$ cat config.mk
export PLATFORM = sky130hd
export DESIGN_NAME = logic_op_unit
export DESIGN_NICKNAME = d
export VERILOG_FILES = /design/src/verilog/logic_op_pkg.sv /design/src/verilog/logic_op_unit.sv
export SDC_FILE = /design/constraint.sdc
export NUM_CORES = 1
export LEC_CHECK = 0
export BUFFER_PORTS_ARGS = -buffer_cell sky130_fd_sc_hd__buf_2
export CAP_MARGIN = 15
export CELL_PAD_IN_SITES_DETAIL_PLACEMENT = 0
export CELL_PAD_IN_SITES_GLOBAL_PLACEMENT = 1
export CORE_ASPECT_RATIO = 1.25
export CORE_MARGIN = 1.5
export CORE_UTILIZATION = 46
export DETAILED_ROUTE_END_ITERATION = 7
export PLACE_DENSITY = 0.88
export SYNTH_ARGS = -nofsm -noshare
export SYNTH_HDL_FRONTEND = slang
export SYNTH_SLANG_ARGS = --single-unit
$ cat constraint.sdc
create_clock -name sys_clk_i -period 3.1 [get_ports sys_clk_i]
set_input_delay 0.31 -clock sys_clk_i [delete_from_list [all_inputs] [get_ports sys_clk_i]]
set_output_delay 0.31 -clock sys_clk_i [all_outputs]
set_load 0.005 [all_outputs]
$ cat src/verilog/logic_op_pkg.sv
// shared constants and types of the bitwise logic execution unit
`default_nettype none
package logic_op_pkg;
	// opcode high nibbles per operation
	localparam logic [3:0] HI_AND = 4'h5;
	localparam logic [3:0] HI_OR = 4'h4;
	localparam logic [3:0] HI_XOR = 4'hB;
	// opcode low nibbles per operand form
	localparam logic [3:0] LO_WW = 4'h2;
	localparam logic [3:0] LO_WIW = 4'h3;
	localparam logic [3:0] LO_RR = 4'h4;
	localparam logic [3:0] LO_RIR = 4'h5;
	localparam logic [3:0] LO_RIM = 4'h6;
	localparam logic [3:0] LO_IRIM = 4'h7;
	// register field tag that selects a working register
	localparam logic [3:0] WORK_TAG = 4'hE;
	// execution lengths in cycles, start edge to done edge
	localparam logic [3:0] SHORT_CYC = 4'h6;
	localparam logic [3:0] LONG_CYC = 4'hA;

	typedef enum logic [1:0] {OP_AND, OP_OR, OP_XOR} logic_op_e;
	typedef enum logic [2:0] {ST_IDLE, ST_SPTR, ST_SRD, ST_DPTR, ST_DRD, ST_WAIT} state_e;

	typedef struct packed {
		logic [7:0] opcode;
		logic [7:0] first;
		logic [7:0] second;
	} instr_s;

	typedef struct packed {
		logic carry;
		logic zero;
		logic sign;
		logic overflow;
		logic decimal_adjust;
		logic half_carry;
	} flags_s;

	typedef struct packed {
		state_e state;
		logic_op_e op;
		logic [3:0] cnt;
		logic [3:0] last;
		logic [7:0] src_val;
		logic [7:0] dst_addr;
		logic [7:0] rd_addr;
		logic wr_en;
		logic [7:0] wr_addr;
		logic [7:0] wr_data;
		logic done;
		logic busy;
		flags_s flags;
	} core_s;

	localparam core_s CORE_RST = '0;
endpackage
`default_nettype wire

$ cat src/verilog/logic_op_unit.sv
// bitwise and, or, exclusive or execution unit with operand decode and flags
`default_nettype none
// What this block does
// - and gives 1 only where both operand bits are 1
// - or gives 1 where either operand bit is 1
// - exclusive or gives 1 where operand bits differ
// - result goes to destination; source location is never written
// - zero flag set when result is zero, cleared otherwise
// - sign flag takes result bit 7; overflow flag forced to 0
// - working forms take 6 cycles, all other forms take 10
// - and opcodes have high nibble 5; low nibble 2..7 picks form
// - or opcodes have high nibble 4, same form mapping
// - exclusive or opcodes have high nibble B, same form mapping
// - register field with high nibble E names a working register
module logic_op_unit (
	input wire logic sys_clk_i, // core clock
	input wire logic sys_rst_i, // asynchronous reset, active high
	input wire logic ce_i, // clock enable, freezes all state when low
	input wire logic start_i, // request to execute the held instruction
	input wire logic_op_pkg::instr_s instr_i, // opcode and two operand bytes
	input wire logic [3:0] work_base_i, // upper address nibble of working registers
	input wire logic [7:0] rd_data_i, // register file data at rd_addr_o
	input wire logic_op_pkg::flags_s flags_i, // current core flags
	output logic busy_o, // instruction in progress
	output logic done_o, // one-cycle pulse at completion
	output logic [7:0] rd_addr_o, // register file read address
	output logic wr_en_o, // one-cycle register file write strobe
	output logic [7:0] wr_addr_o, // register file write address
	output logic [7:0] wr_data_o, // register file write data
	output logic_op_pkg::flags_s flags_o // flags after the last operation
);
	logic_op_pkg::core_s st_r;
	logic_op_pkg::core_s st_nxt;
	logic [3:0] op_hi;
	logic [3:0] op_lo;
	logic hi_ok;
	logic lo_ok;
	logic accept;
	logic [7:0] result;

	// full register field to address, working register tag expanded
	function automatic logic [7:0] reg_map(input logic [7:0] f, input logic [3:0] base);
		reg_map = (f[7:4] == logic_op_pkg::WORK_TAG) ? {base, f[3:0]} : f;
	endfunction

	// opcode legality and request acceptance
	assign op_hi = instr_i.opcode[7:4];
	assign op_lo = instr_i.opcode[3:0];
	assign hi_ok = (op_hi == logic_op_pkg::HI_AND) || (op_hi == logic_op_pkg::HI_OR) ||
		(op_hi == logic_op_pkg::HI_XOR);
	assign lo_ok = (op_lo >= logic_op_pkg::LO_WW) && (op_lo <= logic_op_pkg::LO_IRIM);
	assign accept = start_i && (st_r.state == logic_op_pkg::ST_IDLE) && hi_ok && lo_ok;

	// bitwise function on source and destination data
	always_comb begin
		unique case (st_r.op)
			logic_op_pkg::OP_AND: result = st_r.src_val & rd_data_i;
			logic_op_pkg::OP_OR: result = st_r.src_val | rd_data_i;
			logic_op_pkg::OP_XOR: result = st_r.src_val ^ rd_data_i;
			default: result = 8'h00;
		endcase
	end

	// sequencer: operand fetch, hold to the cycle count, then write back
	always_comb begin
		st_nxt = st_r;
		st_nxt.done = 1'b0;
		st_nxt.wr_en = 1'b0;
		if (st_r.state != logic_op_pkg::ST_IDLE) begin
			st_nxt.cnt = st_r.cnt + 4'h1;
		end
		unique case (st_r.state)
			logic_op_pkg::ST_IDLE: begin
				if (accept) begin
					st_nxt.busy = 1'b1;
					st_nxt.cnt = 4'h1;
					if (op_hi == logic_op_pkg::HI_AND) begin
						st_nxt.op = logic_op_pkg::OP_AND;
					end else if (op_hi == logic_op_pkg::HI_OR) begin
						st_nxt.op = logic_op_pkg::OP_OR;
					end else begin
						st_nxt.op = logic_op_pkg::OP_XOR;
					end
					if (op_lo == logic_op_pkg::LO_WW || op_lo == logic_op_pkg::LO_WIW) begin
						st_nxt.last = logic_op_pkg::SHORT_CYC - 4'h1;
					end else begin
						st_nxt.last = logic_op_pkg::LONG_CYC - 4'h1;
					end
					unique case (op_lo)
						logic_op_pkg::LO_WW: begin
							st_nxt.dst_addr = {work_base_i, instr_i.first[7:4]};
							st_nxt.rd_addr = {work_base_i, instr_i.first[3:0]};
							st_nxt.state = logic_op_pkg::ST_SRD;
						end
						logic_op_pkg::LO_WIW: begin
							st_nxt.dst_addr = {work_base_i, instr_i.first[7:4]};
							st_nxt.rd_addr = {work_base_i, instr_i.first[3:0]};
							st_nxt.state = logic_op_pkg::ST_SPTR;
						end
						logic_op_pkg::LO_RR: begin
							st_nxt.rd_addr = reg_map(instr_i.first, work_base_i);
							st_nxt.dst_addr = reg_map(instr_i.second, work_base_i);
							st_nxt.state = logic_op_pkg::ST_SRD;
						end
						logic_op_pkg::LO_RIR: begin
							st_nxt.rd_addr = reg_map(instr_i.first, work_base_i);
							st_nxt.dst_addr = reg_map(instr_i.second, work_base_i);
							st_nxt.state = logic_op_pkg::ST_SPTR;
						end
						logic_op_pkg::LO_RIM: begin
							st_nxt.dst_addr = reg_map(instr_i.first, work_base_i);
							st_nxt.rd_addr = reg_map(instr_i.first, work_base_i);
							st_nxt.src_val = instr_i.second;
							st_nxt.state = logic_op_pkg::ST_DRD;
						end
						default: begin
							st_nxt.rd_addr = reg_map(instr_i.first, work_base_i);
							st_nxt.src_val = instr_i.second;
							st_nxt.state = logic_op_pkg::ST_DPTR;
						end
					endcase
				end
			end
			// source pointer read, then fetch the source itself
			logic_op_pkg::ST_SPTR: begin
				st_nxt.rd_addr = rd_data_i;
				st_nxt.state = logic_op_pkg::ST_SRD;
			end
			logic_op_pkg::ST_SRD: begin
				st_nxt.src_val = rd_data_i;
				st_nxt.rd_addr = st_r.dst_addr;
				st_nxt.state = logic_op_pkg::ST_DRD;
			end
			// destination pointer read for the indirect literal form
			logic_op_pkg::ST_DPTR: begin
				st_nxt.dst_addr = rd_data_i;
				st_nxt.rd_addr = rd_data_i;
				st_nxt.state = logic_op_pkg::ST_DRD;
			end
			logic_op_pkg::ST_DRD: begin
				st_nxt.wr_data = result;
				st_nxt.state = logic_op_pkg::ST_WAIT;
			end
			logic_op_pkg::ST_WAIT: begin
				if (st_r.cnt == st_r.last) begin
					st_nxt.wr_en = 1'b1;
					st_nxt.wr_addr = st_r.dst_addr;
					st_nxt.done = 1'b1;
					st_nxt.busy = 1'b0;
					st_nxt.flags.zero = (st_r.wr_data == 8'h00);
					st_nxt.flags.sign = st_r.wr_data[7];
					st_nxt.flags.overflow = 1'b0;
					st_nxt.flags.carry = flags_i.carry;
					st_nxt.flags.decimal_adjust = flags_i.decimal_adjust;
					st_nxt.flags.half_carry = flags_i.half_carry;
					st_nxt.state = logic_op_pkg::ST_IDLE;
				end
			end
			default: st_nxt.state = logic_op_pkg::ST_IDLE;
		endcase
	end

	// state register
	always_ff @(posedge sys_clk_i or posedge sys_rst_i) begin
		if (sys_rst_i) begin
			st_r <= logic_op_pkg::CORE_RST;
		end else if (ce_i) begin
			st_r <= st_nxt;
		end
	end

	// outputs straight from the state register
	assign busy_o = st_r.busy;
	assign done_o = st_r.done;
	assign rd_addr_o = st_r.rd_addr;
	assign wr_en_o = st_r.wr_en;
	assign wr_addr_o = st_r.wr_addr;
	assign wr_data_o = st_r.wr_data;
	assign flags_o = st_r.flags;

	// helper: operands as seen when the result was formed
	logic [7:0] chk_src_r;
	logic [7:0] chk_dst_r;
	always_ff @(posedge sys_clk_i or posedge sys_rst_i) begin
		if (sys_rst_i) begin
			chk_src_r <= 8'h00;
			chk_dst_r <= 8'h00;
		end else if (ce_i && st_r.state == logic_op_pkg::ST_DRD) begin
			chk_src_r <= st_r.src_val;
			chk_dst_r <= rd_data_i;
		end
	end

	property p_and_result;
		@(posedge sys_clk_i iff ce_i) disable iff (sys_rst_i)
		done_o && st_r.op == logic_op_pkg::OP_AND |-> wr_data_o == (chk_src_r & chk_dst_r);
	endproperty
	a_and_result: assert property (p_and_result) else $error("and result wrong");

	property p_or_result;
		@(posedge sys_clk_i iff ce_i) disable iff (sys_rst_i)
		done_o && st_r.op == logic_op_pkg::OP_OR |-> wr_data_o == (chk_src_r | chk_dst_r);
	endproperty
	a_or_result: assert property (p_or_result) else $error("or result wrong");

	property p_xor_result;
		@(posedge sys_clk_i iff ce_i) disable iff (sys_rst_i)
		done_o && st_r.op == logic_op_pkg::OP_XOR |-> wr_data_o == (chk_src_r ^ chk_dst_r);
	endproperty
	a_xor_result: assert property (p_xor_result) else $error("xor result wrong");

	property p_single_write;
		@(posedge sys_clk_i iff ce_i) disable iff (sys_rst_i)
		wr_en_o |-> done_o && wr_addr_o == st_r.dst_addr;
	endproperty
	a_single_write: assert property (p_single_write) else $error("stray write");

	property p_zero_flag;
		@(posedge sys_clk_i iff ce_i) disable iff (sys_rst_i)
		done_o |-> flags_o.zero == (wr_data_o == 8'h00);
	endproperty
	a_zero_flag: assert property (p_zero_flag) else $error("zero flag wrong");

	property p_sign_ovf;
		@(posedge sys_clk_i iff ce_i) disable iff (sys_rst_i)
		done_o |-> flags_o.sign == wr_data_o[7] && !flags_o.overflow;
	endproperty
	a_sign_ovf: assert property (p_sign_ovf) else $error("sign or overflow wrong");

	property p_keep_flags;
		@(posedge sys_clk_i iff ce_i) disable iff (sys_rst_i)
		$rose(done_o) |-> flags_o.carry == $past(flags_i.carry) &&
			flags_o.half_carry == $past(flags_i.half_carry) &&
			flags_o.decimal_adjust == $past(flags_i.decimal_adjust);
	endproperty
	a_keep_flags: assert property (p_keep_flags) else $error("untouched flag changed");

	property p_short_time;
		@(posedge sys_clk_i iff ce_i) disable iff (sys_rst_i)
		accept && op_lo <= logic_op_pkg::LO_WIW |-> ##1 !done_o [*5] ##1 done_o;
	endproperty
	a_short_time: assert property (p_short_time) else $error("short form not 6 cycles");

	property p_long_time;
		@(posedge sys_clk_i iff ce_i) disable iff (sys_rst_i)
		accept && op_lo >= logic_op_pkg::LO_RR |-> ##9 !done_o ##1 done_o;
	endproperty
	a_long_time: assert property (p_long_time) else $error("long form not 10 cycles");

	property p_decode_and;
		@(posedge sys_clk_i iff ce_i) disable iff (sys_rst_i)
		accept && op_hi == logic_op_pkg::HI_AND |=> st_r.op == logic_op_pkg::OP_AND && busy_o;
	endproperty
	a_decode_and: assert property (p_decode_and) else $error("and decode wrong");

	property p_decode_xor;
		@(posedge sys_clk_i iff ce_i) disable iff (sys_rst_i)
		accept && op_hi == logic_op_pkg::HI_XOR |=> st_r.op == logic_op_pkg::OP_XOR;
	endproperty
	a_decode_xor: assert property (p_decode_xor) else $error("xor decode wrong");

	property p_work_map;
		@(posedge sys_clk_i iff ce_i) disable iff (sys_rst_i)
		accept && (op_lo == logic_op_pkg::LO_RR || op_lo == logic_op_pkg::LO_RIR) &&
			instr_i.second[7:4] == logic_op_pkg::WORK_TAG
		|=> st_r.dst_addr == {$past(work_base_i), $past(instr_i.second[3:0])} &&
			rd_addr_o == reg_map($past(instr_i.first), $past(work_base_i));
	endproperty
	a_work_map: assert property (p_work_map) else $error("operand mapping wrong");

	property p_decode_or;
		@(posedge sys_clk_i iff ce_i) disable iff (sys_rst_i)
		accept && op_hi == logic_op_pkg::HI_OR |=> st_r.op == logic_op_pkg::OP_OR && busy_o;
	endproperty
	a_decode_or: assert property (p_decode_or) else $error("or decode wrong");

	// operand byte placement per form
	property p_work_pair;
		@(posedge sys_clk_i iff ce_i) disable iff (sys_rst_i)
		accept && op_lo == logic_op_pkg::LO_WW
		|=> st_r.dst_addr == {$past(work_base_i), $past(instr_i.first[7:4])} &&
			rd_addr_o == {$past(work_base_i), $past(instr_i.first[3:0])};
	endproperty
	a_work_pair: assert property (p_work_pair) else $error("working pair placement wrong");

	property p_reg_src;
		@(posedge sys_clk_i iff ce_i) disable iff (sys_rst_i)
		accept && op_lo == logic_op_pkg::LO_RR && instr_i.first[7:4] != logic_op_pkg::WORK_TAG
		|=> rd_addr_o == $past(instr_i.first);
	endproperty
	a_reg_src: assert property (p_reg_src) else $error("source byte placement wrong");

	property p_literal_pair;
		@(posedge sys_clk_i iff ce_i) disable iff (sys_rst_i)
		accept && op_lo == logic_op_pkg::LO_RIM && instr_i.first[7:4] != logic_op_pkg::WORK_TAG
		|=> st_r.dst_addr == $past(instr_i.first) && st_r.src_val == $past(instr_i.second);
	endproperty
	a_literal_pair: assert property (p_literal_pair) else $error("literal placement wrong");

	// the completion cycle is already idle, so a new request can be taken there
	property p_done_idle;
		@(posedge sys_clk_i iff ce_i) disable iff (sys_rst_i)
		done_o |-> !busy_o && st_r.state == logic_op_pkg::ST_IDLE;
	endproperty
	a_done_idle: assert property (p_done_idle) else $error("not idle at completion");
endmodule
`default_nettype wire

; ---- Yosys cells after proc, flatten, opt, wreduce, memory -nomap -nowiden
; Index checks and enable logic that the tools add are counted.
[totals]
regBits = 61
out_inout_bits = 33
inputBits = 46
word_cells = 99
[classes]
mux = 24
addsub = 1
reduce_logical = 30
bitwise = 3
n_lt_le_gt_ge = 2
eq_ne = 22
[ops]
columns = operator, count
row1 = 8-bit case mux with 3 select lines, 3
row2 = 8-bit two-way mux, 6
row3 = 37-bit two-way mux, 1
row4 = 8-bit case mux with 2 select lines, 2
row5 = "4-bit by 3-bit equality test with 1-bit output, second input constant", 5
row6 = 9-bit two-way mux, 2
row7 = 3-bit case mux with 5 select lines, 1
row8 = "4-bit equality test, second input constant", 3
row9 = 3-bit AND reduction, 4
row10 = 4-bit AND reduction, 3
row11 = 2-bit OR reduction, 6
row12 = 3-bit case mux with 3 select lines, 1
row13 = 8-bit AND, 1
row14 = "4-bit by 2-bit equality test with 1-bit output, second input constant", 2
row15 = 8-bit logical NOT, 1
row16 = 4-bit two-way mux, 2
row17 = 8-bit bitwise OR, 1
row18 = 8-bit bitwise XOR, 1
row19 = "3-bit by 2-bit equality test with 1-bit output, second input constant", 2
row20 = "3-bit equality test, second input constant", 2
row21 = "2-bit != test, second input constant", 3
row22 = 2-bit nonzero test, 3
row23 = 3-bit nonzero test, 2
row24 = "4-bit by 1-bit adder with 4-bit output, second input constant", 1
row25 = other kinds (17), 24

; ---- Depth between registers and ports, before layout
[logic_depth]
depth_word = 7
depth_mapped = 8
mapped_depth_nobuf = 5

; ---- Worst setup path after synthesis
; OpenSTA, ideal clock, no wires.
[synth_timing]
kind = input port to flip-flop
from = input instr_i[21] in the netlist's numbering
to = register st_r[56] in the netlist's numbering
n_path_buf = 1
slack_ns = 1.330
t_required_ns = 2.979
arrival_time_ns = 1.649
setup_ns = 0.121
path_stages = 6
cell_sequence = or3b_4 -> a211oi_4 -> and2b_1 -> buf_6 -> o21ai_0 -> a22o_1
[synth_between]
elab_chain_cells = 7
elab_cells_between_ends = 9
classes_between = eq/ne (3) / mux (2) / reduce/logical (4)
[synth_lines]
columns = element, line_no
row1 = from (decl), logic_op_unit.sv:20  ; input wire logic_op_pkg::instr_s instr_i,
row2 = 4-bit by 3-bit equality test with 1-bit output, logic_op_unit.sv:49  ; assign hi_ok = (op_hi == logic_op_pkg::HI_AND) || (op_hi == logic_op_pkg::HI_OR) ||
row3 = 1-bit logical OR, logic_op_unit.sv:49
row4 = 1-bit logical OR *, logic_op_unit.sv:49
row5 = 1-bit logical AND * (2 in a row), logic_op_unit.sv:52  ; assign accept = start_i && (st_r.state == logic_op_pkg::ST_IDLE) && hi_ok && lo_ok;
row6 = 37-bit two-way mux *, logic_op_unit.sv:74  ; if (accept) begin
row7 = 8-bit two-way mux *, logic_op_unit.sv:72  ; unique case (st_r.state)
row8 = to (signal assigned), logic_op_unit.sv:166  ; st_r <= logic_op_pkg::CORE_RST;
row9 = to (signal assigned), logic_op_unit.sv:168  ; st_r <= st_nxt;
row10 = to (decl), logic_op_unit.sv:32  ; logic_op_pkg::core_s st_r;
; Mark *: on every way between the ends. The rest lies on a longest branch, timed or not. The select of a mux whose other input is x is not followed.
; A chain may end at the register's enable or synchronous reset.

; ---- Final worst setup path
[layout_timing]
from = register st_r[61] in the netlist's numbering
to = register st_r[37] in the netlist's numbering
[layout_between]
elab_chain_cells = 6
elab_cells_between_ends = 10
classes_between = eq/ne (3) / mux (1) / reduce/logical (6)
[layout_lines]
columns = element, line_no
row1 = 3-bit logical NOT, "logic_op_unit.sv:52, logic_op_unit.sv:72"
row2 = 1-bit logical AND (3 in a row), logic_op_unit.sv:52
row3 = 2-bit != test (no line), -
row4 = 4-bit AND reduction (no line), -
; Parallel ways exist; a longest one is shown, timed or not.

==> metrics.txt <==
status finished clean; post-synth top area share 38.6%; count of different cell masters after synthesis 53; CP top delay family flip-flops; Max Slew Vio Count 0; die width 84.6 um; most frequent cells in the layout buf_2, dfrtp_1, a21oi_1, inv_1, mux2_2; #FFs+latches synth 59; Post-CTS Setup Inserts 0; worst endpoint data arrival time 2590 ps; Syn Nets 452; CP Cell Sequence inv_1 > nand3_1 > buf_4 > and3b_1 > o21ai_2 > mux2_2; GRT Util Overall 21.8%; Hold EP flags_o[0]; pwr/cell area 727 nW/um^2; final hold violations 0; peak per-stage delay on the critical path 750 ps; hold buffer count at cts 1; Syn Area/Cell 9.84 um^2; Root Driver clkbuf_8; largest net degree at the start of global routing 48; core box area 8150 um^2; dpl ws 754 ps; crit path buf inv count 2; Slew Limit Headroom 51.3%; Max Clock Skew 14.2 ps; most common cell after layout, fill and taps aside buf_2; Hold Crit Class input port to flip-flop; period utilisation layout 76.4%; chip height 105 um; Post-synth EDFFs 0; critical path's slowest cell dfrtp_1; part of the power in registers 38.0%; Finish-stage setup viols 0; Mapped Cells 389; final worst slack 732 ps; adder-cell area share of the yosys netlist 5.56%; setup slack, reg-to-reg 730 ps; dpl hpwl 7220 um; n_diodes 0; largest area contributor in the netlist dfrtp_1; Internal 0.00203 W; 1st-pass router iterations 4; Async S/R FF share, synth 100%; worst r2r dst st_r[37]; P_sw 0.00110 W; H-tree lvl count 3; total CTS buffers 9; R2R cell count 6; GRT Residual Overflow 0; Max Freq 422 MHz; first-pass GRT wire length 15300 um; Ys Warns 0; Synth area leaders dfrtp_1, mux2_2, buf_4; Crit Path Max Fanout 19; mux share of post-synthesis cell area 10.4%; Initial Util 47.0%; Pleak 2.09 nW; prevailing post-synth register cell dfrtp_1; maxcap violations 0; Total Nets Final 494; FF-to-FF Start st_r[61]; WL final 9510 um; largest family of logic cells by synthesized area compound AO/OA/AOI/OAI gates; Sw Ratio 35.0%; clock sink count 59; # resized after CTS 0; DR WL/cell 17.8 um; Ports 79; area delta synth->final 12.4%; port bufs 74; Worst Hold Launch flags_i[0]; RePlAce Congestion 0.883; Final Non-Filler Cells 533; xor/xnor cell area share of the yosys netlist 0.915%; Comb pwr share 33.8%; CTS tree yes; Clock Power Share 28.1%; initial antenna violation count 0; Hold Path Depth 2; die area 8880 um^2; actual slew at the worst max-slew pin 729 ps; Worst setup SP type flip-flop; Simple-Gate Fraction of Synth Area 12.6%; RSZ-0062 raised after global routing no; post-synthesis sequential area ratio 38.6%; Crit. End Element flip-flop; Placed Cells incl. Taps 516; Power, Total 0.00313 W; CTS max path bufs 2; post-route cell area 4300 um^2; post-synthesis compound-gate area fraction 20.8%; row count 37; worst vdd rail ir drop 373 uV; setup TNS 0 ps; via count 3125; share of cells above drive strength 1 29.8%; Crit path required time 3320 ps; clock slew at reported path FFs 80 ps; critical path type flip-flop to flip-flop; Post-DP Area 4040 um^2; min cycle time layout 2370 ps; area of the mapped netlist 3830 um^2; DRC errors left 0; clk_lat worst skew 350 ps; remaining antenna violation count 0; vias per std cell 5.86; DRT iter0 DRCs 194; number of global-route vias before repair 3095
## metal layers
metal  wire length (um)  track usage (%)
met1               3920             27.0
met2               4880             37.4
met3                504             4.34
met4                197             8.06
met5                  0                0
## registers in the layout, summed over array words and instances (netlist names)
name / count
wr_addr_o: 8
wr_en_o: 1
flags_o: 5
st_r: 28
rd_addr_o: 8
wr_data_o: 8
busy_o: 1
## worst max-delay path by stage
| stage | slack, ps | to | cells past startpoint | start |
|---|---|---|---|---|
| finish | 730 | st_r[37] | 6 | st_r[61] |
| global route | 610 | st_r[37] | 6 | st_r[61] |
| CTS | 740 | st_r[37] | 6 | st_r[61] |
| detailed placement | 750 | st_r[37] | 6 | st_r[61] |
| global placement | 840 | st_r[33] | 6 | st_r[61] |
| floorplan | 1330 | busy_o | 1 | sys_rst_i |
## worst reg2reg max path, delay by kind of cell (launching register included)
| family | cells | cell delay, ps |
|---|---|---|
| DFF | 1 | 750 |
| and+or+nand+nor | 2 | 410 |
| muxes | 1 | 400 |
| AOI/OAI and AO/OA | 1 | 360 |
| buffers and inverters | 2 | 350 |
## layout make-up
cell class	count	area [um^2]
fillers	797	3840
repair buffers	83	440
inverters	24	90.1
clock inverters	7	125
well taps	97	121
flip-flops and latches	59	1480
clock buffers	9	124
multi-input cells	254	1930
## metrics by stage
stage / util, % / hold WS, ps
final: 52.8 / 191
after global routing: 52.8 / 184
after CTS: 52.8 / 183
after detailed placement: 49.6 / 259
after global placement: 49.6 / 254
after floorplan: - / 451
## cells by family (layout without fill, tap and decap cells)
family / after synthesis / in the layout
AO/OA/AOI/OAI: 110 / 110
AND/OR/NAND/NOR: 85 / 85
buffers and inverters: 76 / 123
flip-flops: 59 / 59
multiplexers: 37 / 37
adder cells (fa/ha/maj): 17 / 17
XOR/XNOR: 4 / 4
other: 1 / 1
## synth_stat cells, types with 2 or more instances
library cell and instances:
o31ai_1 3, nand2_1 20, o31a_1 2, buf_4 31, clkbuf_1 12, buf_2 6
o22a_1 4, o221ai_1 13, inv_1 24, nand2b_1 9, mux2i_1 14, nor3_1 7
a221oi_1 8, mux2_2 23, buf_6 2, nor4_1 3, a31oi_1 5, a32o_1 6
o21ai_0 12, and3_1 5, nand3_1 10, xor2_1 3, dfrtp_1 59, nor4bb_1 4
a21oi_1 31, and3b_1 2, nor3b_2 2, ha_1 17, nor2_1 11, o21a_1 12
nor2b_1 7
## power groups by stage
| stage | Combinational [W] | Clock [W] | Sequential, W |
|---|---|---|---|
| floorplan | 0.000904 | 0 | 0.00112 |
| global placement | 0.00101 | 0 | 0.00119 |
| detailed placement | 0.00106 | 0 | 0.00121 |
| CTS | 0.00106 | 0.000896 | 0.00119 |
| global route | 0.00118 | 0.000926 | 0.00122 |
| finish | 0.00106 | 0.000880 | 0.00119 |
No activity file was read; power rests on OpenSTA's default activity.
